<file path="src/pkg/sasp_regs.vh">
// constants for the stereo adc audio serial port
// Behaviour
// - role strap low selects bus slave
// - role strap high selects bus master
// - slave: host drives frame sync, bit clock
// - master: device drives frame sync, bit clock
// - format strap low: two-channel i2s
// - format strap high: two-channel tdm
// - each sample 32 bits, msb first
// - master needs 256 or 512 fs sysclk
// - slave accepts up to 192 khz frames
// - clocks stop: power down, resume later
// - range boost only in slave operation
// - filter choice only in slave operation
// - tdm: frame_sync rise starts slot 0
// - i2s: msb second falling edge after frame_sync
// - extra bit clocks carry zeros
`ifndef SASP_REGS_VH
`define SASP_REGS_VH
// word length and channel count
`define SASP_WORD_BITS 32
`define SASP_CHANNELS 2
// master clock ratios (system clock cycles per frame)
`define SASP_RATIO_LO 256
`define SASP_RATIO_HI 512
// clock-loss timeout, in ns, and cycles at 4 ns
`define SASP_LOSS_NS 2000
`define SASP_CLK_NS 4
`define SASP_LOSS_CYC (`SASP_LOSS_NS / `SASP_CLK_NS)
`endif

</file>
<file path="src/hw/sasp_fifo.v">
// sample fifo for the audio serial port
`timescale 1ns/1ps
module sasp_fifo #(
  parameter WIDTH = 32,
  parameter DEPTH = 32,
  parameter AW = 5
) (
  // clock and reset
  input wire clk_in,
  input wire rst_in,
  // fill side
  input wire in_valid_in,
  output wire in_ready_out,
  input wire [WIDTH-1:0] in_data_in,
  // drain side
  output wire out_valid_out,
  input wire out_ready_in,
  output wire [WIDTH-1:0] out_data_out
);
  // storage and pointers
  reg [WIDTH-1:0] mem_ff [0:DEPTH-1];
  reg [AW-1:0] wr_ff;
  reg [AW-1:0] rd_ff;
  reg [AW:0] cnt_ff;
  wire do_wr;
  wire do_rd;
  assign in_ready_out = (cnt_ff != DEPTH[AW:0]);
  assign out_valid_out = (cnt_ff != {(AW+1){1'b0}});
  assign out_data_out = mem_ff[rd_ff];
  assign do_wr = in_valid_in & in_ready_out;
  assign do_rd = out_valid_out & out_ready_in;
  // ===========================================
  // storage write
  always @(posedge clk_in)
  begin
    if (do_wr)
    begin
      mem_ff[wr_ff] <= in_data_in;
    end
  end
  // pointers and occupancy
  always @(posedge clk_in or posedge rst_in)
  begin
    if (rst_in)
    begin
      wr_ff <= {AW{1'b0}};
      rd_ff <= {AW{1'b0}};
      cnt_ff <= {(AW+1){1'b0}};
    end
    else
    begin
      if (do_wr)
      begin
        wr_ff <= (wr_ff == DEPTH[AW-1:0] - 1'b1) ? {AW{1'b0}} : wr_ff + 1'b1;
      end
      if (do_rd)
      begin
        rd_ff <= (rd_ff == DEPTH[AW-1:0] - 1'b1) ? {AW{1'b0}} : rd_ff + 1'b1;
      end
      if (do_wr & ~do_rd)
      begin
        cnt_ff <= cnt_ff + 1'b1;
      end
      else if (do_rd & ~do_wr)
      begin
        cnt_ff <= cnt_ff - 1'b1;
      end
    end
  end
endmodule // sasp_fifo

</file>
<file path="src/hw/sasp_top.v">
// audio serial port of a stereo adc: strap decode, master clocks, serialiser
`timescale 1ns/1ps
`include "sasp_regs.vh"
module sasp_top #(
  parameter LOSS_CYC = `SASP_LOSS_CYC,
  parameter FIFO_DEPTH = 32
) (
  // system clock and reset
  input wire CLK_SYS_IN,
  input wire SYS_RST_IN,
  // strap pins
  input wire ROLE_SELECT_PIN_IN,
  input wire FORMAT_SELECT_PIN_IN,
  input wire MODE_SELECT_PIN_A_IN,
  input wire MODE_SELECT_PIN_B_IN,
  input wire RATIO_512_IN,
  // bit clock pin
  input wire BIT_CLOCK_IN,
  output reg BIT_CLOCK_OUT,
  output reg BIT_CLOCK_OE_OUT,
  // frame sync pin
  input wire FRAME_SYNC_IN,
  output reg FRAME_SYNC_OUT,
  output reg FRAME_SYNC_OE_OUT,
  // serial data out
  output reg SERIAL_DATA_OUT,
  // sample stream from the converter
  input wire SAMPLE_VALID_IN,
  output reg SAMPLE_READY_OUT,
  input wire [`SASP_WORD_BITS-1:0] SAMPLE_DATA_IN,
  // status
  output reg MASTER_OUT,
  output reg TDM_OUT,
  output reg POWER_DOWN_OUT,
  output reg RANGE_BOOST_EN_OUT,
  output reg LOW_LATENCY_EN_OUT
);
  // ===========================================
  // pin synchronisers
  reg [1:0] bclk_sy_ff;
  reg [1:0] fs_sy_ff;
  reg bclk_d_ff;
  reg fs_d_ff;
  always @(posedge CLK_SYS_IN or posedge SYS_RST_IN)
  begin
    if (SYS_RST_IN)
    begin
      bclk_sy_ff <= 2'h0;
      fs_sy_ff <= 2'h0;
      bclk_d_ff <= 1'b0;
      fs_d_ff <= 1'b0;
    end
    else
    begin
      bclk_sy_ff <= {bclk_sy_ff[0], BIT_CLOCK_IN};
      fs_sy_ff <= {fs_sy_ff[0], FRAME_SYNC_IN};
      bclk_d_ff <= bclk_sy_ff[1];
      fs_d_ff <= fs_sy_ff[1];
    end
  end
  // ===========================================
  // strap synchronisers, read only while powered down
  reg [4:0] strap_a_ff;
  reg [4:0] strap_b_ff;
  always @(posedge CLK_SYS_IN or posedge SYS_RST_IN)
  begin
    if (SYS_RST_IN)
    begin
      strap_a_ff <= 5'h00;
      strap_b_ff <= 5'h00;
    end
    else
    begin
      strap_a_ff <= {RATIO_512_IN, MODE_SELECT_PIN_B_IN, MODE_SELECT_PIN_A_IN,
                     FORMAT_SELECT_PIN_IN, ROLE_SELECT_PIN_IN};
      strap_b_ff <= strap_a_ff;
    end
  end
  // ===========================================
  // configuration, latched in power-down only
  reg master_ff;
  reg tdm_ff;
  reg ratio_ff;
  reg boost_ff;
  reg lowlat_ff;
  reg pd_ff;
  reg [15:0] loss_ff;
  // bit clock edges seen in this domain
  wire in_rise = bclk_sy_ff[1] & ~bclk_d_ff;
  wire in_fall = ~bclk_sy_ff[1] & bclk_d_ff;
  // master clock generator state
  reg [8:0] div_ff;
  wire [8:0] half = ratio_ff ? 9'h0ff : 9'h07f;
  wire m_rise = master_ff & ~pd_ff & (div_ff == half);
  wire m_fall = master_ff & ~pd_ff & (div_ff == 9'h000);
  wire rise = master_ff ? m_rise : in_rise;
  wire fall = master_ff ? m_fall : in_fall;
  // activity seen: any bit clock edge, or master always running
  wire activity = in_rise | in_fall | master_ff;
  // clock-loss detection and strap capture
  always @(posedge CLK_SYS_IN or posedge SYS_RST_IN)
  begin
    if (SYS_RST_IN)
    begin
      pd_ff <= 1'b1;
      loss_ff <= 16'h0000;
      master_ff <= 1'b0;
      tdm_ff <= 1'b0;
      ratio_ff <= 1'b0;
      boost_ff <= 1'b0;
      lowlat_ff <= 1'b0;
    end
    else
    begin
      if (pd_ff)
      begin
        // straps sampled while powered down
        master_ff <= strap_b_ff[0]; // low slave, high master
        tdm_ff <= strap_b_ff[1];
        ratio_ff <= strap_b_ff[4];
        boost_ff <= strap_b_ff[2] & ~strap_b_ff[0];
        lowlat_ff <= strap_b_ff[3] & ~strap_b_ff[0];
        // leave power-down at once as master, on a bit clock rise as slave
        if (strap_b_ff[0] | in_rise)
        begin
          pd_ff <= 1'b0;
        end
        loss_ff <= 16'h0000;
      end
      else if (activity)
      begin
        loss_ff <= 16'h0000;
      end
      else if (loss_ff == LOSS_CYC[15:0] - 16'h0001)
      begin
        pd_ff <= 1'b1; // clocks stopped: power down
      end
      else
      begin
        loss_ff <= loss_ff + 16'h0001;
      end
    end
  end
  // ===========================================
  // master divider: bit clock = sysclk / ratio * 64, frame = 64 bits
  reg [5:0] mbit_ff;
  reg m_bclk_ff;
  always @(posedge CLK_SYS_IN or posedge SYS_RST_IN)
  begin
    if (SYS_RST_IN)
    begin
      div_ff <= 9'h000;
      m_bclk_ff <= 1'b0;
      mbit_ff <= 6'h00;
    end
    else if (~master_ff | pd_ff)
    begin
      div_ff <= 9'h000;
      m_bclk_ff <= 1'b0;
      mbit_ff <= 6'h00;
    end
    else
    begin
      // 64 bit clocks per frame of 256 or 512 sysclk cycles: toggle every 2 or 4
      div_ff <= (div_ff == half) ? 9'h000 : div_ff + 9'h001;
      if (ratio_ff ? (div_ff[1:0] == 2'h1) : (div_ff[0] == 1'b1))
      begin
        m_bclk_ff <= ~m_bclk_ff;
        if (m_bclk_ff)
        begin
          mbit_ff <= mbit_ff + 6'h01;
        end
      end
    end
  end
  // ===========================================
  // serial frame engine
  // bit clock edges used by the engine (master uses its own divider phases)
  wire m_tog = ratio_ff ? (div_ff[1:0] == 2'h1) : (div_ff[0] == 1'b1);
  wire e_rise = master_ff ? (m_tog & ~m_bclk_ff & ~pd_ff) : in_rise;
  wire e_fall = master_ff ? (m_tog & m_bclk_ff & ~pd_ff) : in_fall;
  // frame sync level as the engine sees it
  wire fs_now = master_ff ? FRAME_SYNC_OUT : fs_d_ff;
  reg fs_last_ff;
  reg [6:0] bit_ff;
  reg [`SASP_WORD_BITS-1:0] shift_ff;
  reg [1:0] chan_ff;
  wire f_valid;
  wire [`SASP_WORD_BITS-1:0] f_data;
  reg f_take;
  wire f_ready;
  always @(posedge CLK_SYS_IN or posedge SYS_RST_IN)
  begin
    if (SYS_RST_IN)
    begin
      fs_last_ff <= 1'b0;
      bit_ff <= 7'h7f;
      shift_ff <= 32'h00000000;
      chan_ff <= 2'h0;
      f_take <= 1'b0;
      SERIAL_DATA_OUT <= 1'b0;
      FRAME_SYNC_OUT <= 1'b0;
    end
    else
    begin
      f_take <= 1'b0;
      if (pd_ff)
      begin
        bit_ff <= 7'h7f;
        SERIAL_DATA_OUT <= 1'b0;
        FRAME_SYNC_OUT <= 1'b0;
        chan_ff <= 2'h0;
      end
      else if (e_rise)
      begin
        // master frame sync changes on rising edges
        if (master_ff)
        begin
          FRAME_SYNC_OUT <= tdm_ff ? (mbit_ff == 6'h3f) : ~mbit_ff[5];
        end
        if (tdm_ff)
        begin
          fs_last_ff <= fs_now;
          if (fs_now & ~fs_last_ff)
          begin
            // frame start: slot 0 msb out
            bit_ff <= 7'h01;
            chan_ff <= 2'h1;
            SERIAL_DATA_OUT <= f_valid ? f_data[31] : 1'b0;
            shift_ff <= f_valid ? {f_data[30:0], 1'b0} : 32'h00000000;
            f_take <= f_valid;
          end
          else if (bit_ff < 7'h40)
          begin
            // next bit, slot 1 follows slot 0
            if (bit_ff == 7'h20)
            begin
              SERIAL_DATA_OUT <= f_valid ? f_data[31] : 1'b0;
              shift_ff <= f_valid ? {f_data[30:0], 1'b0} : 32'h00000000;
              f_take <= f_valid;
            end
            else
            begin
              SERIAL_DATA_OUT <= shift_ff[31];
              shift_ff <= {shift_ff[30:0], 1'b0};
            end
            bit_ff <= bit_ff + 7'h01;
          end
          else
          begin
            SERIAL_DATA_OUT <= 1'b0; // unused bit clocks carry zero
          end
        end
      end
      else if (e_fall & ~tdm_ff)
      begin
        // i2s: msb in second cycle after each frame_sync edge
        fs_last_ff <= fs_now;
        if (fs_now != fs_last_ff)
        begin
          // sync edge seen one fall late: msb goes out now, lsb not lost
          SERIAL_DATA_OUT <= f_valid ? f_data[31] : 1'b0;
          shift_ff <= f_valid ? {f_data[30:0], 1'b0} : 32'h00000000;
          f_take <= f_valid;
          bit_ff <= 7'h01;
        end
        else if (bit_ff < 7'h20)
        begin
          SERIAL_DATA_OUT <= shift_ff[31];
          shift_ff <= {shift_ff[30:0], 1'b0};
          bit_ff <= bit_ff + 7'h01;
        end
        else
        begin
          SERIAL_DATA_OUT <= 1'b0; // extra bit clocks zero
        end
      end
    end
  end
  // ===========================================
  // sample buffer between converter and serialiser
  sasp_fifo #(
    .WIDTH(`SASP_WORD_BITS),
    .DEPTH(FIFO_DEPTH),
    .AW(5)
  ) u_fifo (
    .clk_in(CLK_SYS_IN),
    .rst_in(SYS_RST_IN),
    .in_valid_in(SAMPLE_VALID_IN & ~pd_ff),
    .in_ready_out(f_ready),
    .in_data_in(SAMPLE_DATA_IN),
    .out_valid_out(f_valid),
    .out_ready_in(f_take),
    .out_data_out(f_data)
  );
  // ===========================================
  // registered outputs and pin drivers
  always @(posedge CLK_SYS_IN or posedge SYS_RST_IN)
  begin
    if (SYS_RST_IN)
    begin
      BIT_CLOCK_OUT <= 1'b0;
      BIT_CLOCK_OE_OUT <= 1'b0;
      FRAME_SYNC_OE_OUT <= 1'b0;
      SAMPLE_READY_OUT <= 1'b0;
      MASTER_OUT <= 1'b0;
      TDM_OUT <= 1'b0;
      POWER_DOWN_OUT <= 1'b1;
      RANGE_BOOST_EN_OUT <= 1'b0;
      LOW_LATENCY_EN_OUT <= 1'b0;
    end
    else
    begin
      BIT_CLOCK_OUT <= m_bclk_ff;
      BIT_CLOCK_OE_OUT <= master_ff & ~pd_ff;
      FRAME_SYNC_OE_OUT <= master_ff & ~pd_ff;
      SAMPLE_READY_OUT <= f_ready & ~pd_ff;
      MASTER_OUT <= master_ff;
      TDM_OUT <= tdm_ff;
      POWER_DOWN_OUT <= pd_ff;
      RANGE_BOOST_EN_OUT <= boost_ff & ~master_ff;
      LOW_LATENCY_EN_OUT <= lowlat_ff & ~master_ff;
    end
  end
endmodule // sasp_top

</file>
<file path="config.mk">
export PLATFORM = sky130hd
export DESIGN_NAME = sasp_top
export DESIGN_NICKNAME = d
export VERILOG_FILES = /design/src/hw/sasp_fifo.v /design/src/hw/sasp_top.v
export VERILOG_INCLUDE_DIRS = /design/src /design/src/pkg
export SDC_FILE = /design/constraint.sdc
export NUM_CORES = 1
export LEC_CHECK = 0
export ABC_AREA = 0
export ABC_CLOCK_PERIOD_IN_PS = 3300
export BUFFER_PORTS_ARGS = -buffer_cell sky130_fd_sc_hd__buf_2
export CAP_MARGIN = 20
export CORE_MARGIN = 2
export CORE_UTILIZATION = 45
export DETAILED_ROUTE_END_ITERATION = 12
export SYNTH_ARGS = -nofsm -noshare
export SYNTH_HDL_FRONTEND = slang
export SYNTH_HIERARCHICAL = 1
export SYNTH_SLANG_ARGS = --single-unit
</file>
<file path="constraint.sdc">
create_clock -name CLK_SYS_IN -period 3.3 [get_ports CLK_SYS_IN]
set_input_delay 0.495 -clock CLK_SYS_IN [delete_from_list [all_inputs] [get_ports CLK_SYS_IN]]
set_output_delay 0.495 -clock CLK_SYS_IN [all_outputs]
set_load 0.02 [all_outputs]
</file>
==> results.tsv, run 1 <==
metric	value	unit
WP data required	3850	ps
PortBufs	52	
wire per inst	27.83	um
total grt overflow	0	
Ys Warns	6	
drt total wl	111.5	mm
die area	0.1028	sq mm
Design Power	0.04023	W
initial cell density of the core	45.25	%
crit path launch type	register	
Setup Viol. Count Final	0	
fin cells	4005	
Leak	17.16	nW
Detail Placement HPWL	62.57	mm
Synth Area per Inst	18.47	sq um
register area share after synthesis	74.84	%
Core Region	0.09971	sq mm
Syn Nets	2508	
layout cells sized above 1	28.55	%
initial antenna violation count	4	
most frequent CP cell	ha_1	
Worst path max stage delay	630	ps
RSZ-0062 raised after global routing	false	
Clock Sinks	1144	
vias in the first global route	23950	
Clk Latency, worst-skew pair	700	ps
post-synthesis xor/xnor area fraction	0.5630	%
final hold vios	0	
FMAX	330.4	MHz
Slew Viols, Final	0	
critical setup path kind	register to register	
Routed Antenna Nets	0	
Starting DRT DRC Count	2454	
final worst-path cycle share	91.71	%
Area growth syn-to-layout	15.44	%
#FFs+latches synth	1144	
Setup WS post-layout	273.5	ps
crit path max fanout	7	
CP max stage cell	or4_1	
crit path time final	3027	ps
Post-Syn Area	0.04511	sq mm
CP Capture Type	register	
setup total negative slack	0	ps
Via density	5.977	
dpl ws	183.4	ps
Distinct cells, synth	72	
complex-gate fraction of the synthesized area	5.580	%
post-synthesis mux area share	12.22	%
power density of the placed cells	772.4	mW/mm^2
Final GP Congestion	0.8090	
fraction of registers with async set/reset	10.49	%
Max-slew headroom	23.16	%
Buf+Inv Stages, Crit Path	2	
Synth Area in Adders	0.6545	%
Cells after Synth	2443	
largest net degree at the start of global routing	74	
CTS tree	done	
# Max-Cap Violations	0	
first-pass GRT wire length	164.1	mm
DRC viols	0	
largest family of logic cells by synthesized area	multiplexers	
H-tree levels	3	
row count	116	
total CTS buffers	114	
simple-gate portion of the synthesized area	4.454	%
kind of cell adding the most delay to the critical path	compound AO/OA/AOI/OAI gates	
io pins	53	
crit path DAT	3580	ps
dpl cells	3776	
Longest Clk Path Bufs	3	
leading register cell type out of synthesis	edfxtp_1	
Setup Fix Bufs, Post-CTS	0	
Setup Skew	26.43	ps
Worst-Margin Slew	1150	ps
total number of vias	23940	
Die Wd	320.6	um
gr usage total	21.85	%
Nets	2668	
Root Buffer	clkbuf_16	
clock-pin slew on the worst setup and hold paths	60	ps
status	completed	
die height	320.6	um
worst hold path type	input pin to register	
Hold WS	286.1	ps
Worst VDD drop	0.5708	mV
Initial DRT Pass Iterations	5	
worst path cell trace	or4_1 -> o31ai_2 -> clkinv_1 -> ha_1 -> inv_2 -> ha_1 -> a211oi_1 -> a21oi_1 -> o21a_1 -> a2111oi_1	
Post-synth EDFFs	1024	
[layout make-up]
class | count | area (sq um)
inverter | 29 | 111.4
antenna | 3 | 7.507
clock inverter | 57 | 494.2
tap | 1298 | 1624
multi-input combinational | 1135 | 10890
timing repair buffer | 179 | 1953
sequential | 1144 | 33770
clock buffer | 160 | 3227
fill | 7747 | 47630
[flip-flops by register name (all words and copies together), names as in the netlist, 2 cells and up]
name	count
bclk_sy_ff	2
u_fifo/cnt_ff	6
u_fifo/mem_ff	1024
bit_ff	7
mbit_ff	6
u_fifo/rd_ff	5
u_fifo/wr_ff	5
loss_ff	16
strap_b_ff	5
shift_ff	31
strap_a_ff	5
div_ff	9
fs_sy_ff	2
[power by group]
part,switching (W),internal (W),leakage (nW),total (W)
clock network,0.00537,0.00735,1.84,0.0127
logic,0.00556,0.00461,4.58,0.0102
registers,0.000566,0.0168,10.7,0.0173
[path summary, 6_finish.rpt]
path | start | end | slack, ps | cells past startpoint
max in group asynchronous | SYS_RST_IN | POWER_DOWN_OUT$_DFF_PP1_ | 1940 | 4
worst max register to register | u_fifo/cnt_ff[0]$_DFFE_PP0P_ | u_fifo/cnt_ff[5]$_DFFE_PP0P_ | 270 | 10
worst max-delay path | u_fifo/cnt_ff[0]$_DFFE_PP0P_ | u_fifo/cnt_ff[5]$_DFFE_PP0P_ | 270 | 10
worst min register to register | strap_a_ff[4]$_DFF_PP0_ | strap_b_ff[4]$_DFF_PP0_ | 350 | 0
min in group asynchronous | SYS_RST_IN | u_fifo/rd_ff[3]$_DFFE_PP0P_ | 490 | 3
worst min-delay path | SAMPLE_DATA_IN[9] | u_fifo/mem_ff[15][9]$_DFFE_PP_ | 290 | 1
[kinds of logic after synthesis]
kind of cell | Yosys count
flops | 1144
simple gates | 373
mux | 360
compound gates | 350
buf+inv | 164
xor+xnor | 29
fa+ha+maj | 23
[cells in the final DEF (no fill, tap or decap), types with 34 or more instances in the layout]
cell,Yosys,final
nor2_4,0,35
or4_1,34,34
o22ai_1,66,66
nand2_1,42,41
buf_2,23,52
nor2b_1,73,72
a22o_1,95,95
buf_12,0,54
mux4_2,128,128
buf_4,5,62
edfxtp_1,1024,1024
o21ai_0,79,79
nor3_1,71,71
nor2_1,81,46
dfrtp_1,111,109
clkbuf_16,0,115
mux2_2,222,222
a211oi_1,66,66
[synth_stat cells (4+ instances only)]
cell,n,share of area (%)
mux2_2,222,5.5
mux4_2,128,6.4
dfrtp_1,111,6.2
or4_1,34,0.57
a21oi_1,6,0.067
xnor2_1,13,0.25
nor2_1,81,0.67
nor2b_1,73,1.0
buf_6,13,0.32
nand2_1,42,0.35
xor2_1,16,0.31
o22ai_1,66,0.92
nor3b_1,4,0.067
a22o_1,95,1.8
inv_1,27,0.22
o21ai_0,79,0.88
nand3_1,20,0.22
o31ai_1,5,0.083
buf_1,7,0.058
dfstp_2,9,0.52
a221o_1,4,0.089
clkbuf_1,87,0.72
a21o_1,4,0.067
mux2_4,6,0.20
ha_1,22,0.61
a211oi_1,66,1.1
nand4_1,7,0.097
buf_4,5,0.083
edfxtp_1,1024,68
or3_1,4,0.055
and3_1,8,0.11
a31oi_1,4,0.055
nand2b_1,8,0.11
nor3_1,71,0.79
buf_2,23,0.26
[metrics by stage]
step | util, % | area, sq um
after floorplan | - | 45110
after global placement | 48.34 | 48210
after detailed placement | 48.40 | 48260
after CTS | 52.21 | 52060
after global routing | 52.23 | 52080
final | 52.23 | 52080
[layer usage]
layer  GRT usage [%]  wire, um
met5               0        22
met4           5.769      2327
met3           3.201      7145
met2           35.70     54240
met1           30.90     47740
[timing repair]
action                                 in CTS  in global routing
setup endpoints to repair                   0                  1
resized for setup                           0                  2
hold buffers                                8                  0
endpoints found under the hold margin      54                  0
Power figures use the tool's default switching activity.
==> inputs of run 2 (changes only) <==
Settings changed: SYNTH_HIERARCHICAL 1 to default.
==> run 2 against run 1 <==
Effect of this change:
- non-clock buffer count decreased by 25
- fmax down 4.8%
- sequential share of layout area rose by 1.6 points
- via count decreased by 11%
- clock power barely moved
- largest cell class unchanged
- routed wire length decreased by 6.3%
- synthesized cell count down 16%
==> results.tsv, run 2 <==
metric	value	unit
status	completed	
initial cell density of the core	45.32	%
total number of vias	21410	
Setup Fix Bufs, Post-CTS	0	
largest net degree at the start of global routing	60	
Ys Warns	0	
Area growth syn-to-layout	14.12	%
complex-gate fraction of the synthesized area	1.978	%
most common cell after layout, fill and taps aside	edfxtp_1	
most frequent cell after synthesis	edfxtp_1	
Multi-input gate area	0.01039	sq mm
worst reg2reg endpoint	u_fifo.cnt_ff[5]$_DFFE_PP0P_	
Routed Antenna Nets	0	
crit path time final	3178	ps
register area share after synthesis	75.81	%
worst hold path type	input pin to register	
setup total negative slack	0	ps
clock-pin slew on the worst setup and hold paths	60	ps
power density of the placed cells	771.7	mW/mm^2
area leader, netlist	edfxtp_1	
crit path launch type	register	
layout cells sized above 1	30.05	%
vias in the first global route	22170	
Worst-Margin Slew	1134	ps
switching part of the total	27.38	%
fraction of registers with async set/reset	10.49	%
share of the synthesized area in the top cell type	69.04	%
RR Startpoint	u_fifo.cnt_ff[1]$_DFFE_PP0P_	
Post-synth EDFFs	1024	
Longest Clk Path Bufs	3	
hold endpoint	u_fifo.mem_ff[31][16]$_DFFE_PP_	
WP data required	3860	ps
Core Region	0.09828	sq mm
Leak	16.44	nW
Clk pwr share	31.8	%
Distinct cells, synth	65	
Register Area	0.03378	sq mm
total grt overflow	0	
R2R cell count	11	
Clk Latency, worst-skew pair	690	ps
Layout fillers	7629	
simple-gate portion of the synthesized area	2.382	%
max reg flops	1024	
Hold Startpoint	SAMPLE_DATA_IN[16]	
CP Capture Type	register	
drt total wl	104.5	mm
Seq pwr share	44.4	%
Clock Sinks	1144	
PortBufs	52	
H-tree levels	3	
total CTS buffers	114	
post-synthesis xor/xnor area fraction	0.6293	%
crit path DAT	3740	ps
Die Wd	318.6	um
Syn Nets	2104	
wire per inst	29.07	um
Final GP Congestion	0.7836	
Worst Setup SP	u_fifo.cnt_ff[1]$_DFFE_PP0P_	
Detail Placement HPWL	58.95	mm
leading register cell type out of synthesis	edfxtp_1	
final worst-path cycle share	96.31	%
Starting DRT DRC Count	2282	
crit path max fanout	5	
DRC viols	0	
most instantiated cells after synthesis	edfxtp_1 (1024), mux4_2 (316), dfrtp_1 (111)	
post-synthesis mux area share	17.14	%
NetSw	0.01074	W
Worst VDD drop	0.4942	mV
most frequent cells in the layout	edfxtp_1 (1024), mux4_2 (316), clkbuf_16 (115), dfrtp_1 (106), nand2_1 (75)	
Cells after Synth	2040	
Synth Area per Inst	21.83	sq um
Most flops, register	u_fifo.mem_ff	
Synth Area in Adders	0.6349	%
Initial DRT Pass Iterations	7	
hold path depth	1	
# Max-Cap Violations	0	
gr usage total	20.83	%
critical setup path kind	register to register	
Slew Viols, Final	0	
FF-to-FF setup slack	120	ps
die height	318.6	um
synth top area cells	edfxtp_1 (69%), mux4_2 (16%), dfrtp_1 (6.2%)	
Root Buffer	clkbuf_16	
Via density	5.958	
FMAX	314.6	MHz
largest family of logic cells by synthesized area	multiplexers	
Setup Viol. Count Final	0	
row count	115	
Max-slew headroom	24.21	%
first-pass GRT wire length	153.7	mm
Comb pwr share	23.9	%
final hold vios	0	
cell-internal power	0.02848	W
Post-Syn Area	0.04454	sq mm
io pins	53	
Nets	2271	
die area	0.1015	sq mm
#FFs+latches synth	1144	
initial antenna violation count	2	
Largest regs	u_fifo.mem_ff: 1024 flops, shift_ff: 31 flops, loss_ff: 16 flops	
CTS tree	done	
fin util	51.72	%
Setup Skew	17.09	ps
-- run 2: changes by cell type in the layout (fill, tap and decap cells not counted), sizes merged, moves of 62 or more --
cell / previous run / this run
o22ai: 66 / 1
mux2: 229 / 12
nor2b: 73 / 11
a211oi: 67 / 1
a22o: 95 / 2
mux4: 128 / 316
-- run 2: worst max-delay path: stages (launching register included) --
cell      delay, ps
dfrtp_1         440
or4_1           650
o311ai_2        340
inv_2            70
ha_1            200
inv_1           170
ha_1            270
a21o_1          210
a21oi_2         240
o21a_1          160
o311ai_1        140
xnor2_1         160
-- run 2: layout make-up --
type / instances / area share, %
inverter: 21 / 0.1625
tap: 1287 / 3.168
clock buffer: 143 / 5.908
sequential: 1144 / 66.46
timing repair buffer: 154 / 2.688
multi-input combinational: 772 / 20.45
clock inverter: 72 / 1.159
antenna: 1 / 0.004923
-- run 2: timing repair --
item,CTS,global route
endpoints found under the hold margin,42,0
hold buffers,8,0
setup endpoints to repair,0,1
resized for setup,0,2
-- run 2: worst max-delay path by stage --
stage	to	slack, ps	cells past startpoint
floorplan	u_fifo.cnt_ff[5]$_DFFE_PP0P_	160	11
CTS	u_fifo.cnt_ff[5]$_DFFE_PP0P_	10	11
global placement	u_fifo.cnt_ff[5]$_DFFE_PP0P_	160	11
global route	u_fifo.cnt_ff[5]$_DFFE_PP0P_	-30	11
finish	u_fifo.cnt_ff[5]$_DFFE_PP0P_	120	11
detailed placement	u_fifo.cnt_ff[5]$_DFFE_PP0P_	7	11
-- run 2: metal layers --
layer	GRT usage, %	share of wire, %	up-vias
met5	0	0.012	-
met4	5.750	2.7	2
met3	3.269	5.8	168
met2	33.77	49	737
met1	29.63	43	11650
li1	-	-	8862
-- run 2: metrics by stage --
stage	hold slack (ps)	instance area [sq um]	power [W]	cells	setup slack [ps]
after floorplan	331.2	44540	0.02411	2040	161.8
after global placement	343.4	47020	0.02702	3364	162.5
after detailed placement	338.7	47080	0.02721	3367	6.904
after CTS	260.8	50750	0.03966	3590	11.46
after global routing	311.6	50830	0.04075	3593	-28.57
final	301.7	50830	0.03922	3594	121.6
-- run 2: cells by family after synthesis --
kind of cell    after synthesis
mux                         366
flops                      1144
simple gates                229
fa+ha+maj                    22
compound gates              123
xor+xnor                     32
buf+inv                     124
-- run 2: power groups by stage --
stage | combinational [W] | sequential (W) | clock [W]
6_report | 0.00936 | 0.0174 | 0.0125
5_1_grt | 0.0100 | 0.0175 | 0.0133
4_1_cts | 0.00957 | 0.0174 | 0.0127
3_5_place_dp | 0.00953 | 0.0177 | 0
3_3_place_gp | 0.00939 | 0.0176 | 0
2_1_floorplan | 0.00679 | 0.0173 | 0
==> inputs of run 3 (changes only) <==
Settings changed: REMOVE_ABC_BUFFERS from default to 1.
==> run 3 against run 2 <==
Effect of this change:
- non-clock buffer count up 2
- critical path depth stayed put
- largest power group unchanged
- total power increased by 0.89%
- die area is the same
- fmax rose by 1.9%
- critical endpoint unchanged
==> results.tsv, run 3 (synthesized netlist as in run 2, its figures left out) <==
metric	value	unit
status	completed	
Worst-Margin Slew	1109	ps
CP Capture Type	register	
dpl cells	3372	
largest net degree at the start of global routing	61	
Largest regs	u_fifo.mem_ff: 1024 flops, shift_ff: 31 flops, loss_ff: 16 flops	
M1 GR Usage	29.19	%
Max-slew headroom	25.90	%
clock-pin slew on the worst setup and hold paths	70	ps
Clock Sinks	1144	
die area	0.1015	sq mm
setup total negative slack	0	ps
Starting DRT DRC Count	2109	
dpl ws	77.91	ps
Area growth syn-to-layout	14.16	%
Core Region	0.09828	sq mm
cell-internal power	0.02875	W
Seq pwr share	44.0	%
RR Startpoint	u_fifo.cnt_ff[1]$_DFFE_PP0P_	
Initial DRT Pass Iterations	5	
Nets	2273	
wire per inst	28.52	um
RSZ-0062 raised after global routing	false	
total grt overflow	0	
Setup Fix Bufs, Post-CTS	0	
WP data required	3880	ps
DRC viols	0	
FMAX	320.5	MHz
GR Util met3	2.881	%
# Max-Cap Violations	0	
total CTS buffers	114	
CTS tree	done	
hold path depth	1	
crit path DAT	3700	ps
Clk Latency, worst-skew pair	700	ps
max reg flops	1024	
GR peak layer	met2	
most common cell after layout, fill and taps aside	edfxtp_1	
drt total wl	102.5	mm
crit path launch type	register	
total number of vias	21290	
Setup WS post-layout	180.2	ps
Routed Antenna Nets	0	
io pins	53	
Hold Startpoint	SAMPLE_DATA_IN[26]	
fin util	51.74	%
vias in the first global route	22170	
M2 GR Usage	33.58	%
Longest Clk Path Bufs	3	
Via density	5.922	
Slew Viols, Final	0	
switching part of the total	27.35	%
final hold vios	0	
Final GP Congestion	0.7936	
worst hold path type	input pin to register	
layout cells sized above 1	30.76	%
diode count	0	
most frequent cells in the layout	edfxtp_1 (1024), mux4_2 (316), clkbuf_16 (115), dfrtp_1 (106), buf_4 (79)	
die height	318.6	um
Setup Skew	29.95	ps
row count	115	
worst reg2reg endpoint	u_fifo.cnt_ff[5]$_DFFE_PP0P_	
Register Area	0.03378	sq mm
R2R cell count	11	
Detail Placement HPWL	58.35	mm
power density of the placed cells	778.2	mW/mm^2
Leak	16.47	nW
Setup Viol. Count Final	0	
crit path max fanout	5	
Comb pwr share	23.7	%
NetSw	0.01082	W
Root Buffer	clkbuf_16	
crit path time final	3120	ps
final worst-path cycle share	94.54	%
initial antenna violation count	0	
Multi-input gate area	0.01039	sq mm
initial cell density of the core	45.32	%
critical setup path kind	register to register	
Die Wd	318.6	um
PortBufs	52	
H-tree levels	3	
fin cells	3595	
FF-to-FF setup slack	180	ps
Most flops, register	u_fifo.mem_ff	
Layout fillers	7534	
Clk pwr share	32.2	%
Worst VDD drop	0.4280	mV
hold endpoint	u_fifo.mem_ff[18][26]$_DFFE_PP_	
first-pass GRT wire length	151.5	mm
gr usage total	20.46	%
-- run 3: cell types whose count changed in the layout (fill, tap and decap cells not counted), sizes merged --
cell / delta
buf: +2
clkbuf: -1
diode: -1
clkinvlp: +3
inv: +2
clkinv: -6
bufinv: +2
-- run 3: layout make-up --
| cell class | instances | share of cell area, % |
|---|---|---|
| clock buffers | 142 | 5.960 |
| clock inverters | 73 | 1.331 |
| inverters | 21 | 0.1599 |
| multi-input cells | 772 | 20.44 |
| flip-flops and latches | 1144 | 66.44 |
| well taps | 1287 | 3.167 |
| repair buffers | 156 | 2.505 |
-- run 3: worst max-delay path, cell delays in order (launching register included) --
cell and delay [ps]:
dfrtp_1 420, or4_1 640, o311ai_2 330, inv_2 80, ha_1 250, inv_1 180, ha_1 270, a21o_1 200
a21oi_2 200, o21a_1 150, o311ai_1 130, xnor2_1 150
-- run 3: layer usage --
metal  up-vias  wire length, um
met5         -                0
met4         0             1880
met3       128             5594
met1     11630            43930
li1       8874                -
met2       660            51150
-- run 3: how the worst max path moves through the flow --
| stage | start | end |
|---|---|---|
| floorplan | u_fifo.rd_ff[0]$_DFFE_PP0P_ | SERIAL_DATA_OUT$_DFFE_PP0P_ |
| global placement | u_fifo.cnt_ff[0]$_DFFE_PP0P_ | u_fifo.cnt_ff[5]$_DFFE_PP0P_ |
| detailed placement | u_fifo.cnt_ff[1]$_DFFE_PP0P_ | u_fifo.cnt_ff[5]$_DFFE_PP0P_ |
| CTS | u_fifo.cnt_ff[1]$_DFFE_PP0P_ | u_fifo.cnt_ff[5]$_DFFE_PP0P_ |
| global route | u_fifo.cnt_ff[1]$_DFFE_PP0P_ | u_fifo.cnt_ff[5]$_DFFE_PP0P_ |
| finish | u_fifo.cnt_ff[1]$_DFFE_PP0P_ | u_fifo.cnt_ff[5]$_DFFE_PP0P_ |
-- run 3: through the flow --
stage	cell area [sq um]	total power, W	hold slack [ps]
after floorplan	43980	0.02247	331.2
after global placement	47040	0.02709	340.5
after detailed placement	47060	0.02723	341.2
after CTS	50840	0.03998	280.4
after global routing	50850	0.04108	328.1
final	50850	0.03957	313.5
-- run 3: power groups by stage --
stage          clock network, W  logic (W)  registers [W]
2_1_floorplan                 0    0.00449         0.0180
3_3_place_gp                  0    0.00941         0.0177
3_5_place_dp                  0    0.00951         0.0177
4_1_cts                  0.0130    0.00956         0.0174
5_1_grt                  0.0136     0.0100         0.0175
6_report                 0.0127    0.00940         0.0174
-- run 3: what timing repair did --
item,CTS,global route
setup endpoints to repair,0,1
hold endpoints to repair,55,0
hold buffers,8,0
gates resized for setup,0,2
